===== src/smt_pkg.sv =====
package smt_pkg;

    // ------------------------------------------------------------
    // sizes
    // ------------------------------------------------------------
    localparam int SMT_CNT_W = 24;
    localparam int SMT_CLK_N = 8;
    localparam int SMT_SRC_N = 32;

    // ------------------------------------------------------------
    // register indices (byte address is four times the index)
    // ------------------------------------------------------------
    localparam logic [11:0] IDX_COUNTER = 12'h48c;
    localparam logic [11:0] IDX_CAPT_PER = 12'h48f;
    localparam logic [11:0] IDX_CAPT_PW = 12'h492;
    localparam logic [11:0] IDX_PERIOD = 12'h495;
    localparam logic [11:0] IDX_CTL0 = 12'h498;
    localparam logic [11:0] IDX_CTL1 = 12'h499;
    localparam logic [11:0] IDX_STAT = 12'h49a;
    localparam logic [11:0] IDX_CLKSEL = 12'h49b;
    localparam logic [11:0] IDX_SIGSEL = 12'h49c;
    localparam logic [11:0] IDX_WINSEL = 12'h49d;
    localparam logic [11:0] IDX_IRQ_STAT = 12'h49e;
    localparam logic [11:0] IDX_IRQ_MASK = 12'h49f;

    // ------------------------------------------------------------
    // reset values and write masks
    // ------------------------------------------------------------
    localparam logic [23:0] COUNTER_RST = 24'h000000;
    localparam logic [23:0] PERIOD_RST = 24'hffffff;
    localparam logic [7:0] CTL_RST = 8'h00;
    localparam logic [7:0] CTL0_WMASK = 8'hbf;
    localparam logic [7:0] CTL1_WMASK = 8'hcf;
    localparam logic [2:0] CLKSEL_WMASK = 3'h7;
    localparam logic [4:0] SRCSEL_WMASK = 5'h1f;

    // ------------------------------------------------------------
    // status and interrupt bit positions
    // ------------------------------------------------------------
    localparam int STAT_CPRUP = 7;
    localparam int STAT_CPWUP = 6;
    localparam int STAT_RST = 4;
    localparam int STAT_TS = 2;
    localparam int STAT_WS = 1;
    localparam int STAT_AS = 0;
    localparam int IRQ_MATCH = 0;
    localparam int IRQ_PRA = 1;
    localparam int IRQ_PWA = 2;

    // ------------------------------------------------------------
    // modes
    // ------------------------------------------------------------
    localparam logic [3:0] MODE_TIMER = 4'h0;
    localparam logic [3:0] MODE_GATED = 4'h1;
    localparam logic [3:0] MODE_PERDUTY = 4'h2;
    localparam logic [3:0] MODE_HILO = 4'h3;
    localparam logic [3:0] MODE_WIN = 4'h4;
    localparam logic [3:0] MODE_GWIN = 4'h5;
    localparam logic [3:0] MODE_TOF = 4'h6;
    localparam logic [3:0] MODE_CAPT = 4'h7;
    localparam logic [3:0] MODE_CNT = 4'h8;
    localparam logic [3:0] MODE_GCNT = 4'h9;
    localparam logic [3:0] MODE_WCNT = 4'ha;

    typedef struct packed {
        logic en;
        logic rsv;
        logic halt_on_match;
        logic window_invert;
        logic signal_invert;
        logic count_clock_invert;
        logic [1:0] prescale_select;
    } smt_ctl0_s;

    typedef struct packed {
        logic go;
        logic repeat_en;
        logic [1:0] rsv;
        logic [3:0] mode;
    } smt_ctl1_s;

endpackage


===== src/smt_timer.sv =====
`timescale 1ns/10ps
module smt_timer
    import smt_pkg::*;
#(
    parameter int CNT_W = SMT_CNT_W,
    parameter int CLK_N = SMT_CLK_N,
    parameter int SRC_N = SMT_SRC_N
)(
    input wire logic ref_clk,
    input wire logic rst,
    input wire logic psel,
    input wire logic penable,
    input wire logic pwrite,
    input wire logic [15:0] paddr,
    input wire logic [31:0] pwdata,
    input wire logic [3:0] pstrb,
    output logic [31:0] prdata,
    output logic pready,
    output logic pslverr,
    input wire logic [CLK_N-1:0] clk_src,
    input wire logic [SRC_N-1:0] sig_src,
    input wire logic [SRC_N-1:0] win_src,
    output logic irq
);

    function automatic logic [15:0] baddr(input logic [11:0] idx);
        baddr = {idx[13-2:0], 2'b00} | 16'h0000;
    endfunction

    function automatic logic [2:0] ps_mask(input logic [1:0] ps);
        case (ps)
            2'b00: ps_mask = 3'h0;
            2'b01: ps_mask = 3'h1;
            2'b10: ps_mask = 3'h3;
            default: ps_mask = 3'h7;
        endcase
    endfunction

    function automatic logic [23:0] lane(
        input logic [23:0] old,
        input logic [31:0] wd,
        input logic [3:0] st
    );
        lane = old;
        for (int i = 0; i < 3; i++)
        begin
            if (st[i])
                lane[8*i +: 8] = wd[8*i +: 8];
        end
    endfunction

    // ------------------------------------------------------------
    // registers
    // ------------------------------------------------------------
    logic [CNT_W-1:0] counter_value_reg;
    logic [CNT_W-1:0] captured_period_reg;
    logic [CNT_W-1:0] captured_pulse_width_reg;
    logic [CNT_W-1:0] match_period_reg;
    smt_ctl0_s control_primary_reg;
    smt_ctl1_s control_secondary_reg;
    logic cprup_reg;
    logic cpwup_reg;
    logic manual_rst_reg;
    logic [2:0] clock_source_select_reg;
    logic [4:0] signal_source_select_reg;
    logic [4:0] window_source_select_reg;
    logic [2:0] irq_stat_reg;
    logic [2:0] irq_mask_reg;

    // ------------------------------------------------------------
    // apb slave: one wait state, answer from flip-flops
    // ------------------------------------------------------------
    logic acc;
    logic wr;
    logic hit;

    assign acc = psel & penable & ~pready;
    assign wr = psel & penable & pready & pwrite;

    always_comb
    begin
        hit = 1'b1;
        case (paddr)
            baddr(IDX_COUNTER), baddr(IDX_CAPT_PER),
            baddr(IDX_CAPT_PW), baddr(IDX_PERIOD),
            baddr(IDX_CTL0), baddr(IDX_CTL1),
            baddr(IDX_STAT), baddr(IDX_CLKSEL),
            baddr(IDX_SIGSEL), baddr(IDX_WINSEL),
            baddr(IDX_IRQ_STAT), baddr(IDX_IRQ_MASK): hit = 1'b1;
            default: hit = 1'b0;
        endcase
    end

    logic wr_cnt;
    logic wr_per;
    logic wr_c0;
    logic wr_c1;
    logic wr_st;
    logic wr_sel;
    logic wr_is;
    logic wr_im;

    assign wr_cnt = wr & (paddr == baddr(IDX_COUNTER));
    assign wr_per = wr & (paddr == baddr(IDX_PERIOD));
    assign wr_c0 = wr & (paddr == baddr(IDX_CTL0)) & pstrb[0];
    assign wr_c1 = wr & (paddr == baddr(IDX_CTL1)) & pstrb[0];
    assign wr_st = wr & (paddr == baddr(IDX_STAT)) & pstrb[0];
    assign wr_sel = wr & pstrb[0];
    assign wr_is = wr & (paddr == baddr(IDX_IRQ_STAT)) & pstrb[0];
    assign wr_im = wr & (paddr == baddr(IDX_IRQ_MASK)) & pstrb[0];

    logic ts;
    logic ws;
    logic as_now;
    logic [7:0] stat_rd;

    assign stat_rd = {cprup_reg, cpwup_reg, 1'b0, manual_rst_reg,
        1'b0, ts, ws, as_now};

    always_ff @(posedge ref_clk or posedge rst)
    begin
        if (rst)
        begin
            pready <= 1'b0;
            pslverr <= 1'b0;
            prdata <= 32'h00000000;
        end
        else
        begin
            pready <= acc;
            pslverr <= acc & ~hit;
            if (acc & ~pwrite)
            begin
                case (paddr)
                    baddr(IDX_COUNTER): prdata <= {8'h00, counter_value_reg};
                    baddr(IDX_CAPT_PER):
                        prdata <= {8'h00, captured_period_reg};
                    baddr(IDX_CAPT_PW):
                        prdata <= {8'h00, captured_pulse_width_reg};
                    baddr(IDX_PERIOD): prdata <= {8'h00, match_period_reg};
                    baddr(IDX_CTL0): prdata <= {24'h0, control_primary_reg};
                    baddr(IDX_CTL1):
                        prdata <= {24'h000000, control_secondary_reg};
                    baddr(IDX_STAT): prdata <= {24'h000000, stat_rd};
                    baddr(IDX_CLKSEL):
                        prdata <= {29'h0, clock_source_select_reg};
                    baddr(IDX_SIGSEL):
                        prdata <= {27'h0, signal_source_select_reg};
                    baddr(IDX_WINSEL):
                        prdata <= {27'h0, window_source_select_reg};
                    baddr(IDX_IRQ_STAT): prdata <= {29'h0, irq_stat_reg};
                    baddr(IDX_IRQ_MASK): prdata <= {29'h0, irq_mask_reg};
                    default: prdata <= 32'h00000000;
                endcase
            end
        end
    end

    // ------------------------------------------------------------
    // input synchronisers: a rise or a fall counts once stages 2 and 3 agree; the filter holds while they differ
    // ------------------------------------------------------------
    localparam int SYN_W = CLK_N + 2 * SRC_N;
    logic [SYN_W-1:0] s1_reg;
    logic [SYN_W-1:0] s2_reg;
    logic [SYN_W-1:0] s3_reg;
    logic [SYN_W-1:0] filt_reg;

    always_ff @(posedge ref_clk or posedge rst)
    begin
        if (rst)
        begin
            s1_reg <= '0;
            s2_reg <= '0;
            s3_reg <= '0;
            filt_reg <= '0;
        end
        else
        begin
            s1_reg <= {win_src, sig_src, clk_src};
            s2_reg <= s1_reg;
            s3_reg <= s2_reg;
            filt_reg <= (filt_reg & ~(s2_reg ^ s3_reg))
                | (s3_reg & ~(s2_reg ^ s3_reg));
        end
    end

    // ------------------------------------------------------------
    // source select, polarity and edges
    // ------------------------------------------------------------
    logic clk_lvl;
    logic sig_act;
    logic win_act;
    logic clk_q;
    logic sig_q;
    logic win_q;

    assign clk_lvl = filt_reg[clock_source_select_reg]
        ^ control_primary_reg.count_clock_invert;
    assign sig_act = filt_reg[CLK_N + signal_source_select_reg]
        ^ control_primary_reg.signal_invert;
    assign win_act = filt_reg[CLK_N + SRC_N + window_source_select_reg]
        ^ control_primary_reg.window_invert;

    always_ff @(posedge ref_clk or posedge rst)
    begin
        if (rst)
        begin
            clk_q <= 1'b0;
            sig_q <= 1'b0;
            win_q <= 1'b0;
        end
        else
        begin
            clk_q <= clk_lvl;
            sig_q <= sig_act;
            win_q <= win_act;
        end
    end

    logic en;
    logic run;
    logic clk_edge;
    logic sig_rise;
    logic sig_fall;
    logic win_rise;
    logic win_fall;

    assign en = control_primary_reg.en;
    assign run = en & control_secondary_reg.go;
    assign clk_edge = clk_lvl & ~clk_q;
    assign sig_rise = sig_act & ~sig_q;
    assign sig_fall = ~sig_act & sig_q;
    assign win_rise = win_act & ~win_q;
    assign win_fall = ~win_act & win_q;

    // ------------------------------------------------------------
    // prescaler
    // ------------------------------------------------------------
    logic [2:0] ps_cnt_reg;
    logic tick;

    assign tick = clk_edge & en
        & (ps_cnt_reg == ps_mask(control_primary_reg.prescale_select));

    always_ff @(posedge ref_clk or posedge rst)
    begin
        if (rst)
            ps_cnt_reg <= 3'h0;
        else if (!en)
            ps_cnt_reg <= 3'h0;
        else if (tick)
            ps_cnt_reg <= 3'h0;
        else if (clk_edge)
            ps_cnt_reg <= ps_cnt_reg + 3'h1;
    end

    // ------------------------------------------------------------
    // acquisition decode per mode
    // ------------------------------------------------------------
    logic armed_reg;
    logic pend_reg;
    logic inc;
    logic cap_r;
    logic cap_w;
    logic clr;
    logic done;
    logic armed_next;
    logic [CNT_W-1:0] clr_val;

    always_comb
    begin
        inc = 1'b0;
        cap_r = 1'b0;
        cap_w = 1'b0;
        clr = 1'b0;
        clr_val = '0;
        armed_next = armed_reg;
        case (control_secondary_reg.mode)
            MODE_TIMER: inc = tick;
            MODE_GATED:
            begin
                inc = tick & sig_act;
                cap_w = sig_fall;
            end
            MODE_PERDUTY:
            begin
                inc = tick;
                cap_w = sig_fall;
                cap_r = sig_rise;
                clr = sig_rise;
                clr_val = CNT_W'(1);
            end
            MODE_HILO:
            begin
                inc = tick & armed_reg;
                armed_next = armed_reg | sig_rise;
                cap_w = armed_reg & sig_fall;
                cap_r = armed_reg & sig_rise;
                clr = cap_w | cap_r;
            end
            MODE_WIN, MODE_GWIN:
            begin
                inc = tick & armed_reg
                    & (control_secondary_reg.mode == MODE_WIN | sig_act);
                armed_next = armed_reg | win_rise;
                cap_r = armed_reg & win_rise;
                clr = cap_r;
            end
            MODE_TOF:
            begin
                inc = tick & armed_reg;
                cap_r = armed_reg & sig_rise;
                cap_w = armed_reg & win_rise & ~sig_rise;
                clr = cap_r | cap_w | (win_rise & ~armed_reg);
                armed_next = (armed_reg & ~sig_rise) | win_rise;
            end
            MODE_CAPT:
            begin
                inc = tick;
                cap_r = win_rise;
                cap_w = win_fall;
            end
            MODE_CNT:
            begin
                inc = sig_rise;
                cap_w = win_fall;
            end
            MODE_GCNT:
            begin
                inc = sig_rise & win_act;
                cap_w = win_fall;
            end
            MODE_WCNT:
            begin
                inc = sig_rise & armed_reg;
                armed_next = armed_reg | win_rise;
                cap_w = armed_reg & win_fall;
                cap_r = armed_reg & win_rise;
                clr = cap_r;
            end
            default: inc = 1'b0;
        endcase
        if (!run)
        begin
            inc = 1'b0;
            cap_r = 1'b0;
            cap_w = 1'b0;
            clr = 1'b0;
            armed_next = armed_reg;
        end
    end

    // single acquisition ends on the period capture, or on the width
    // capture in modes that never take a period
    assign done = ~control_secondary_reg.repeat_en
        & (cap_r | (cap_w & (control_secondary_reg.mode == MODE_GATED
        | control_secondary_reg.mode == MODE_CNT
        | control_secondary_reg.mode == MODE_GCNT)));
    assign ts = run;
    assign ws = win_act;
    assign as_now = sig_act;

    always_ff @(posedge ref_clk or posedge rst)
    begin
        if (rst)
            armed_reg <= 1'b0;
        else if (!en || !control_secondary_reg.go)
            armed_reg <= 1'b0;
        else
            armed_reg <= armed_next;
    end

    // ------------------------------------------------------------
    // counter and period match
    // ------------------------------------------------------------
    logic match;

    assign match = counter_value_reg == match_period_reg;

    always_ff @(posedge ref_clk or posedge rst)
    begin
        if (rst)
            counter_value_reg <= COUNTER_RST;
        else if (wr_cnt)
            counter_value_reg <= lane(counter_value_reg, pwdata, pstrb);
        else if (manual_rst_reg)
            counter_value_reg <= '0;
        else if (clr)
            counter_value_reg <= clr_val;
        else if (inc && match && control_primary_reg.halt_on_match)
            counter_value_reg <= match_period_reg;
        else if (inc && match)
            counter_value_reg <= '0;
        else if (inc)
            counter_value_reg <= counter_value_reg + CNT_W'(1);
    end

    // the interrupt follows on the counting clock after the match
    always_ff @(posedge ref_clk or posedge rst)
    begin
        if (rst)
            pend_reg <= 1'b0;
        else if (!en)
            pend_reg <= 1'b0;
        else if (inc)
            pend_reg <= match;
    end

    // no reset: contents survive every reset
    always_ff @(posedge ref_clk)
    begin
        if (cap_r || cprup_reg)
            captured_period_reg <= counter_value_reg;
        if (cap_w || cpwup_reg)
            captured_pulse_width_reg <= counter_value_reg;
    end

    // ------------------------------------------------------------
    // control and select registers
    // ------------------------------------------------------------
    always_ff @(posedge ref_clk or posedge rst)
    begin
        if (rst)
        begin
            match_period_reg <= PERIOD_RST;
            control_primary_reg <= CTL_RST;
            control_secondary_reg <= CTL_RST;
            clock_source_select_reg <= '0;
            signal_source_select_reg <= '0;
            window_source_select_reg <= '0;
            irq_mask_reg <= '0;
        end
        else
        begin
            if (wr_per)
                match_period_reg <= lane(match_period_reg, pwdata, pstrb);
            if (wr_c0)
                control_primary_reg <= pwdata[7:0] & CTL0_WMASK;
            if (wr_c1)
                control_secondary_reg <= pwdata[7:0] & CTL1_WMASK;
            else if (done)
                control_secondary_reg.go <= 1'b0;
            if (wr_sel && paddr == baddr(IDX_CLKSEL))
                clock_source_select_reg <= pwdata[2:0] & CLKSEL_WMASK;
            if (wr_sel && paddr == baddr(IDX_SIGSEL))
                signal_source_select_reg <= pwdata[4:0] & SRCSEL_WMASK;
            if (wr_sel && paddr == baddr(IDX_WINSEL))
                window_source_select_reg <= pwdata[4:0] & SRCSEL_WMASK;
            if (wr_im)
                irq_mask_reg <= pwdata[2:0];
        end
    end

    // manual update requests clear themselves after one cycle
    always_ff @(posedge ref_clk or posedge rst)
    begin
        if (rst)
        begin
            cprup_reg <= 1'b0;
            cpwup_reg <= 1'b0;
            manual_rst_reg <= 1'b0;
        end
        else
        begin
            cprup_reg <= wr_st & pwdata[STAT_CPRUP];
            cpwup_reg <= wr_st & pwdata[STAT_CPWUP];
            manual_rst_reg <= wr_st & pwdata[STAT_RST];
        end
    end

    // ------------------------------------------------------------
    // interrupts: set beats a write-one clear in the same cycle
    // ------------------------------------------------------------
    logic [2:0] irq_set;

    assign irq_set = {cap_w, cap_r, inc & pend_reg};

    always_ff @(posedge ref_clk or posedge rst)
    begin
        if (rst)
        begin
            irq_stat_reg <= '0;
            irq <= 1'b0;
        end
        else
        begin
            irq_stat_reg <= (irq_stat_reg & ~({3{wr_is}} & pwdata[2:0]))
                | irq_set;
            irq <= |(irq_stat_reg & irq_mask_reg);
        end
    end

endmodule


===== config.mk =====
export PLATFORM = sky130hd
export DESIGN_NAME = smt_timer
export DESIGN_NICKNAME = d
export VERILOG_FILES = /design/src/smt_pkg.sv /design/src/smt_timer.sv
export SDC_FILE = /design/constraint.sdc
export NUM_CORES = 1
export LEC_CHECK = 0
export BUFFER_PORTS_ARGS = -buffer_cell sky130_fd_sc_hd__buf_2
export CORE_MARGIN = 5
export CORE_UTILIZATION = 55
export CTS_CLUSTER_DIAMETER = 120
export CTS_CLUSTER_SIZE = 40
export DETAILED_ROUTE_END_ITERATION = 7
export PLACE_DENSITY = 0.74
export SLEW_MARGIN = 40
export SYNTH_ARGS = -nofsm -noshare
export SYNTH_HDL_FRONTEND = slang
export SYNTH_SLANG_ARGS = --single-unit

===== constraint.sdc =====
create_clock -name ref_clk -period 16.5 [get_ports ref_clk]
set_clock_uncertainty 0.2 [all_clocks]
set_input_delay 3.3 -clock ref_clk [delete_from_list [all_inputs] [get_ports ref_clk]]
set_output_delay 3.3 -clock ref_clk [all_outputs]
set_load 0.02 [all_outputs]

After elaboration in Yosys (flattened, before gate mapping)

Cells that the tools add are included.

Flip-flop bits (word level): 462
Input port bits: 129
Output and inout bits: 35
Word-level logic and storage cells: 223

$add $sub $neg: 4
$lt $le $gt $ge: 3
Equality and inequality tests: 31
Mux-type cells: 37
Bitwise operators: 78
Reductions and logical operators: 31

Operators with widths:

| operator              | count |
|---|---|
| $pmux 24 s12          | 1 |
| $eq 16x13->1 const B  | 12 |
| $and 72x72->72        | 2 |
| $mux 24               | 6 |
| $not 72->72           | 1 |
| $or 72x72->72         | 1 |
| $xor 72x72->72        | 1 |
| $and 1x1->1           | 44 |
| $add 24x1->24 const B | 1 |
| $eq 24x24->1          | 1 |
| $mux 8                | 3 |
| $eq 4x3->1 const B    | 4 |
| $mux 1                | 15 |
| $bmux 1 s7            | 2 |
| $reduce_and 2->1      | 7 |
| $eq 4x4->1 const B    | 3 |
| $reduce_or 12->1      | 1 |
| $reduce_or 3->1       | 4 |
| $not 1->1             | 11 |
| $or 1x1->1            | 10 |
| $and 3x3->3           | 3 |
| $mux 3                | 3 |
| $pmux 3 s3            | 1 |
| $eq 4x2->1 const B    | 2 |
| 30 further kinds      | 45 |

Logic depth before layout (Yosys ltp)

Depth in word-level cells: 16
Mapped depth: 15
Mapped depth without buffers: 11

Worst setup path before layout

No wires, ideal clock.

Kind: input to register
Start: in paddr[13]
End: reg counter_value_reg[16]
Setup time: 80 ps
Arrival: 5817 ps
Required time: 16220 ps
Path slack: 10404 ps
Stages on the path: 8
Path buffers: 1
Cells stage by stage: nor4b_1 nand4b_1 or3_1 clkbuf_1 nor4_1 a211oi_4 a21oi_1 a2bb2oi_1

Word-level cells in the longest chain between the ends: 4
Elaborated cells on any way between the ends: 6
Those cells by class: eq/ne: 2; mux: 1; bitwise: 1; reduce/logical: 2

RTL lines:

| element                                                                 | line             | RTL |
|---|---|---|
| start, declared                                                         | smt_timer.sv:14  | `input wire logic [15:0] paddr,` |
| $eq 16x13->1 *                                                          | smt_timer.sv:103 | `assign wr_cnt = wr & (paddr == baddr(IDX_COUNTER));` |
| $and 1x1->1 *                                                           | smt_timer.sv:103 |  |
| $reduce_bool 6->1 (no source line) / $ne 2x2->1 (equally long branches) | n/a              |  |
| $reduce_and 2->1 (no source line)                                       | n/a              |  |
| end signal, assigned                                                    | smt_timer.sv:385 | `counter_value_reg <= lane(counter_value_reg, pwdata, pstrb);` |
| end signal, assigned                                                    | smt_timer.sv:389 | `counter_value_reg <= clr_val;` |
| end signal, assigned                                                    | smt_timer.sv:391 | `counter_value_reg <= match_period_reg;` |
| end, declared                                                           | smt_timer.sv:55  | `logic [CNT_W-1:0] counter_value_reg;` |

Mark *: on every way between the ends. The rest lies on a longest branch, timed or not.
A chain may end at the register's enable or synchronous reset.

Worst setup path after layout

Start: in paddr[13]
End: reg counter_value_reg[20]

The elaborated chain is that of the path after synthesis.

==> flow_summary.toml <==
[outcome]
status = "finished clean"

[critical_path]
setup.worst_path.start_class = "primary input"
r2r_start = "signal_source_select_reg[0]"
critPathMaxFanout = 30
cp.required_ns = 16.76
reg2reg_depth = 12
criticalPathCategory = "primary input to flop"
crit_arrival_ns = 6.52
r2r-end = "counter_value_reg[20]"
r2r_slack_ns = 11.70
endpoint_kind = "flop"

[cts]
cts_inserted_buffers = 15
cts-root-buf = "clkbuf_16"
clk_pin_slew_ns = 0.14
clkLatencyLatePin_ns = 0.55
cts_setup_buffers = 0
htree_levels = 1
ctsHoldBuffers = 0
postCtsResizedCells = 0
cts_tree = "built"
clock-sinks = 454
cts_buffer_depth = 3

[final_layout]
design_area_um2 = 20250
final_common_cell = "dfrtp_1"
final_cell_mix = "dfrtp_1 (379), buf_2 (146), inv_1 (89)"
fin_nets = 1732
drive_above_1_share = 0.1937
fill_cells = 2630
area_growth_pct = 8.780
stdcell_count = 1982
post-route-util = 0.6053

[floorplanning]
rows = 67
io_pins = 164
die_h_um = 194.0
design.core.area_um2 = 33450
die_area_um2 = 37620
die_w_um = 194.0
start_util = 0.5564

[power]
vdd_drop_max_v = 0.0001046
p_leak_nw = 9.554
power_density_nw_per_um2 = 92.42

[placed_design]
port_buffers = 146
place.gp.congestion = 0.8831
place_ws_ns = 9.730
placed_cell_area_um2 = 19770
hpwl_mm = 26.81
dp_cells = 1957

[drt]
viasPerCell = 5.910
antenna_left = 0
wl_per_cell_um = 20.00
wl_mm = 39.63
first_pass_iters = 7
via_count = 11710
drt_iter0_markers = 974
drc_errors = 0

[sta]
tightest_slew_ns = 0.8480
finalCritPeriodShare = 0.3792
timing.final.ws_setup_ns = 10.24
hold_viol_final = 0
slew_viol_final = 0
setup_viol = 0
slew_headroom = 0.4347
fin_tns_setup_ns = 0
max_freq_mhz = 159.8
rsz0062_at_grt = "false"
fin_crit_ns = 6.257

[global_routing]
grt_max_degree = 137
antenna_found_initial = 2
grt.total_usage = 0.2085
overflow = 0
grt_pass1_vias = 11870
grt_pass1_wl_mm = 64.33

[synth]
seq_area_frac_synth = 0.6249
syn_area_per_cell_um2 = 13.20
syn_area_um2 = 18610
synth-seq-cells = 454
synth_cell_types = 76
yosys_warnings = 0
synth_ff_type = "dfrtp_1"
synth-async-reset-ratio = 0.8943
syn_inst = 1410
synth-edff-count = 48

[worst_hold_path]
min_path_cells = 0
min_to = "s2_reg[44]"
worstHoldStart = "s1_reg[44]"
hp-class = "flop to flop"

[run]
max_cap_violations = 0
worst max-delay path by stage:
| stage | from | end | depth (start not counted) |
|---|---|---|---|
| detailed placement | paddr[13] | counter_value_reg[20] | 10 |
| floorplan | rst | armed_reg | 1 |
| finish | paddr[13] | counter_value_reg[20] | 10 |
| global route | paddr[1] | counter_value_reg[22] | 10 |
| global placement | paddr[13] | counter_value_reg[20] | 10 |
| CTS | paddr[13] | counter_value_reg[21] | 10 |
critical path, stage by stage:
cell,delay [ns]
buf_2,0.10
nor4b_1,0.28
nand4b_1,0.41
or3_1,0.60
nor4_2,0.18
buf_4,0.37
a211oi_4,0.07
buf_4,0.27
a21oi_1,0.70
a2bb2oi_1,0.22
metal layers:
metal,GRT usage,wire (µm),up-vias
li1,-,-,5299
met5,0,11,-
met2,0.3444,18980,443
met3,0.03128,2920,55
met1,0.2985,16950,5915
met4,0.04661,775,2
where the power goes:
part / internal [mW] / switching (mW) / total, mW
Clock: 0.181 / 0.325 / 0.506
Sequential: 1.19 / 0.0331 / 1.22
Combinational: 0.0635 / 0.0828 / 0.146
Total: 1.43 / 0.441 / 1.87
cells in the mapped netlist, types with 8 or more instances:
master	n	area, µm²
xor2_1	33	289.0
buf_4	10	75.07
a31oi_1	23	143.9
mux2_2	52	585.6
a22o_1	8	70.07
nor2_1	75	281.5
inv_1	90	337.8
a21o_1	77	578.1
a22oi_1	10	75.07
nand3_1	19	95.09
mux4_2	19	427.9
a2bb2oi_1	23	201.4
edfxtp_1	48	1441
a21oi_1	22	110.1
and3_1	31	193.9
dfrtp_1	382	9559
xnor2_1	17	148.9
o31ai_1	21	157.7
dfstp_2	24	630.6
o21ai_0	34	170.2
mux2i_1	17	170.2
clkbuf_1	45	168.9
nand2_1	66	247.7
nor2b_1	10	62.56
a222oi_1	28	280.3
nor4_1	9	56.30
ha_1	76	950.9
a221oi_1	9	78.83
nand4_1	12	75.07
nor3_1	13	65.06
layout make-up:
type | count | area [µm²] | area share
clock inverter | 2 | 38.79 | 0.001916
inverter | 91 | 354.1 | 0.01749
multi-input combinational | 804 | 6347 | 0.3135
sequential | 454 | 11630 | 0.5747
clock buffer | 21 | 407.9 | 0.02015
antenna | 1 | 2.502 | 0.0001236
tap | 448 | 560.5 | 0.02769
timing repair buffer | 161 | 899.6 | 0.04443
stage by stage:
| step | power [mW] | hold WS (ns) |
|---|---|---|
| 2_1_floorplan | 1.327 | 0.1312 |
| 3_3_place_gp | 1.378 | 0.1322 |
| 3_5_place_dp | 1.389 | 0.1347 |
| 4_1_cts | 1.889 | 0.1537 |
| 5_1_grt | 1.951 | 0.1638 |
| 6_report | 1.871 | 0.1491 |
logic make-up after synthesis:
logic type	share of synthesized area
fa+ha+maj	0.05109
other cells	0.0002015
mux	0.06501
xor+xnor	0.02353
simple gates	0.07650
compound gates	0.1220
flops	0.6249
buf+inv	0.03677
Note: power is estimated with default switching activity, not from simulation.
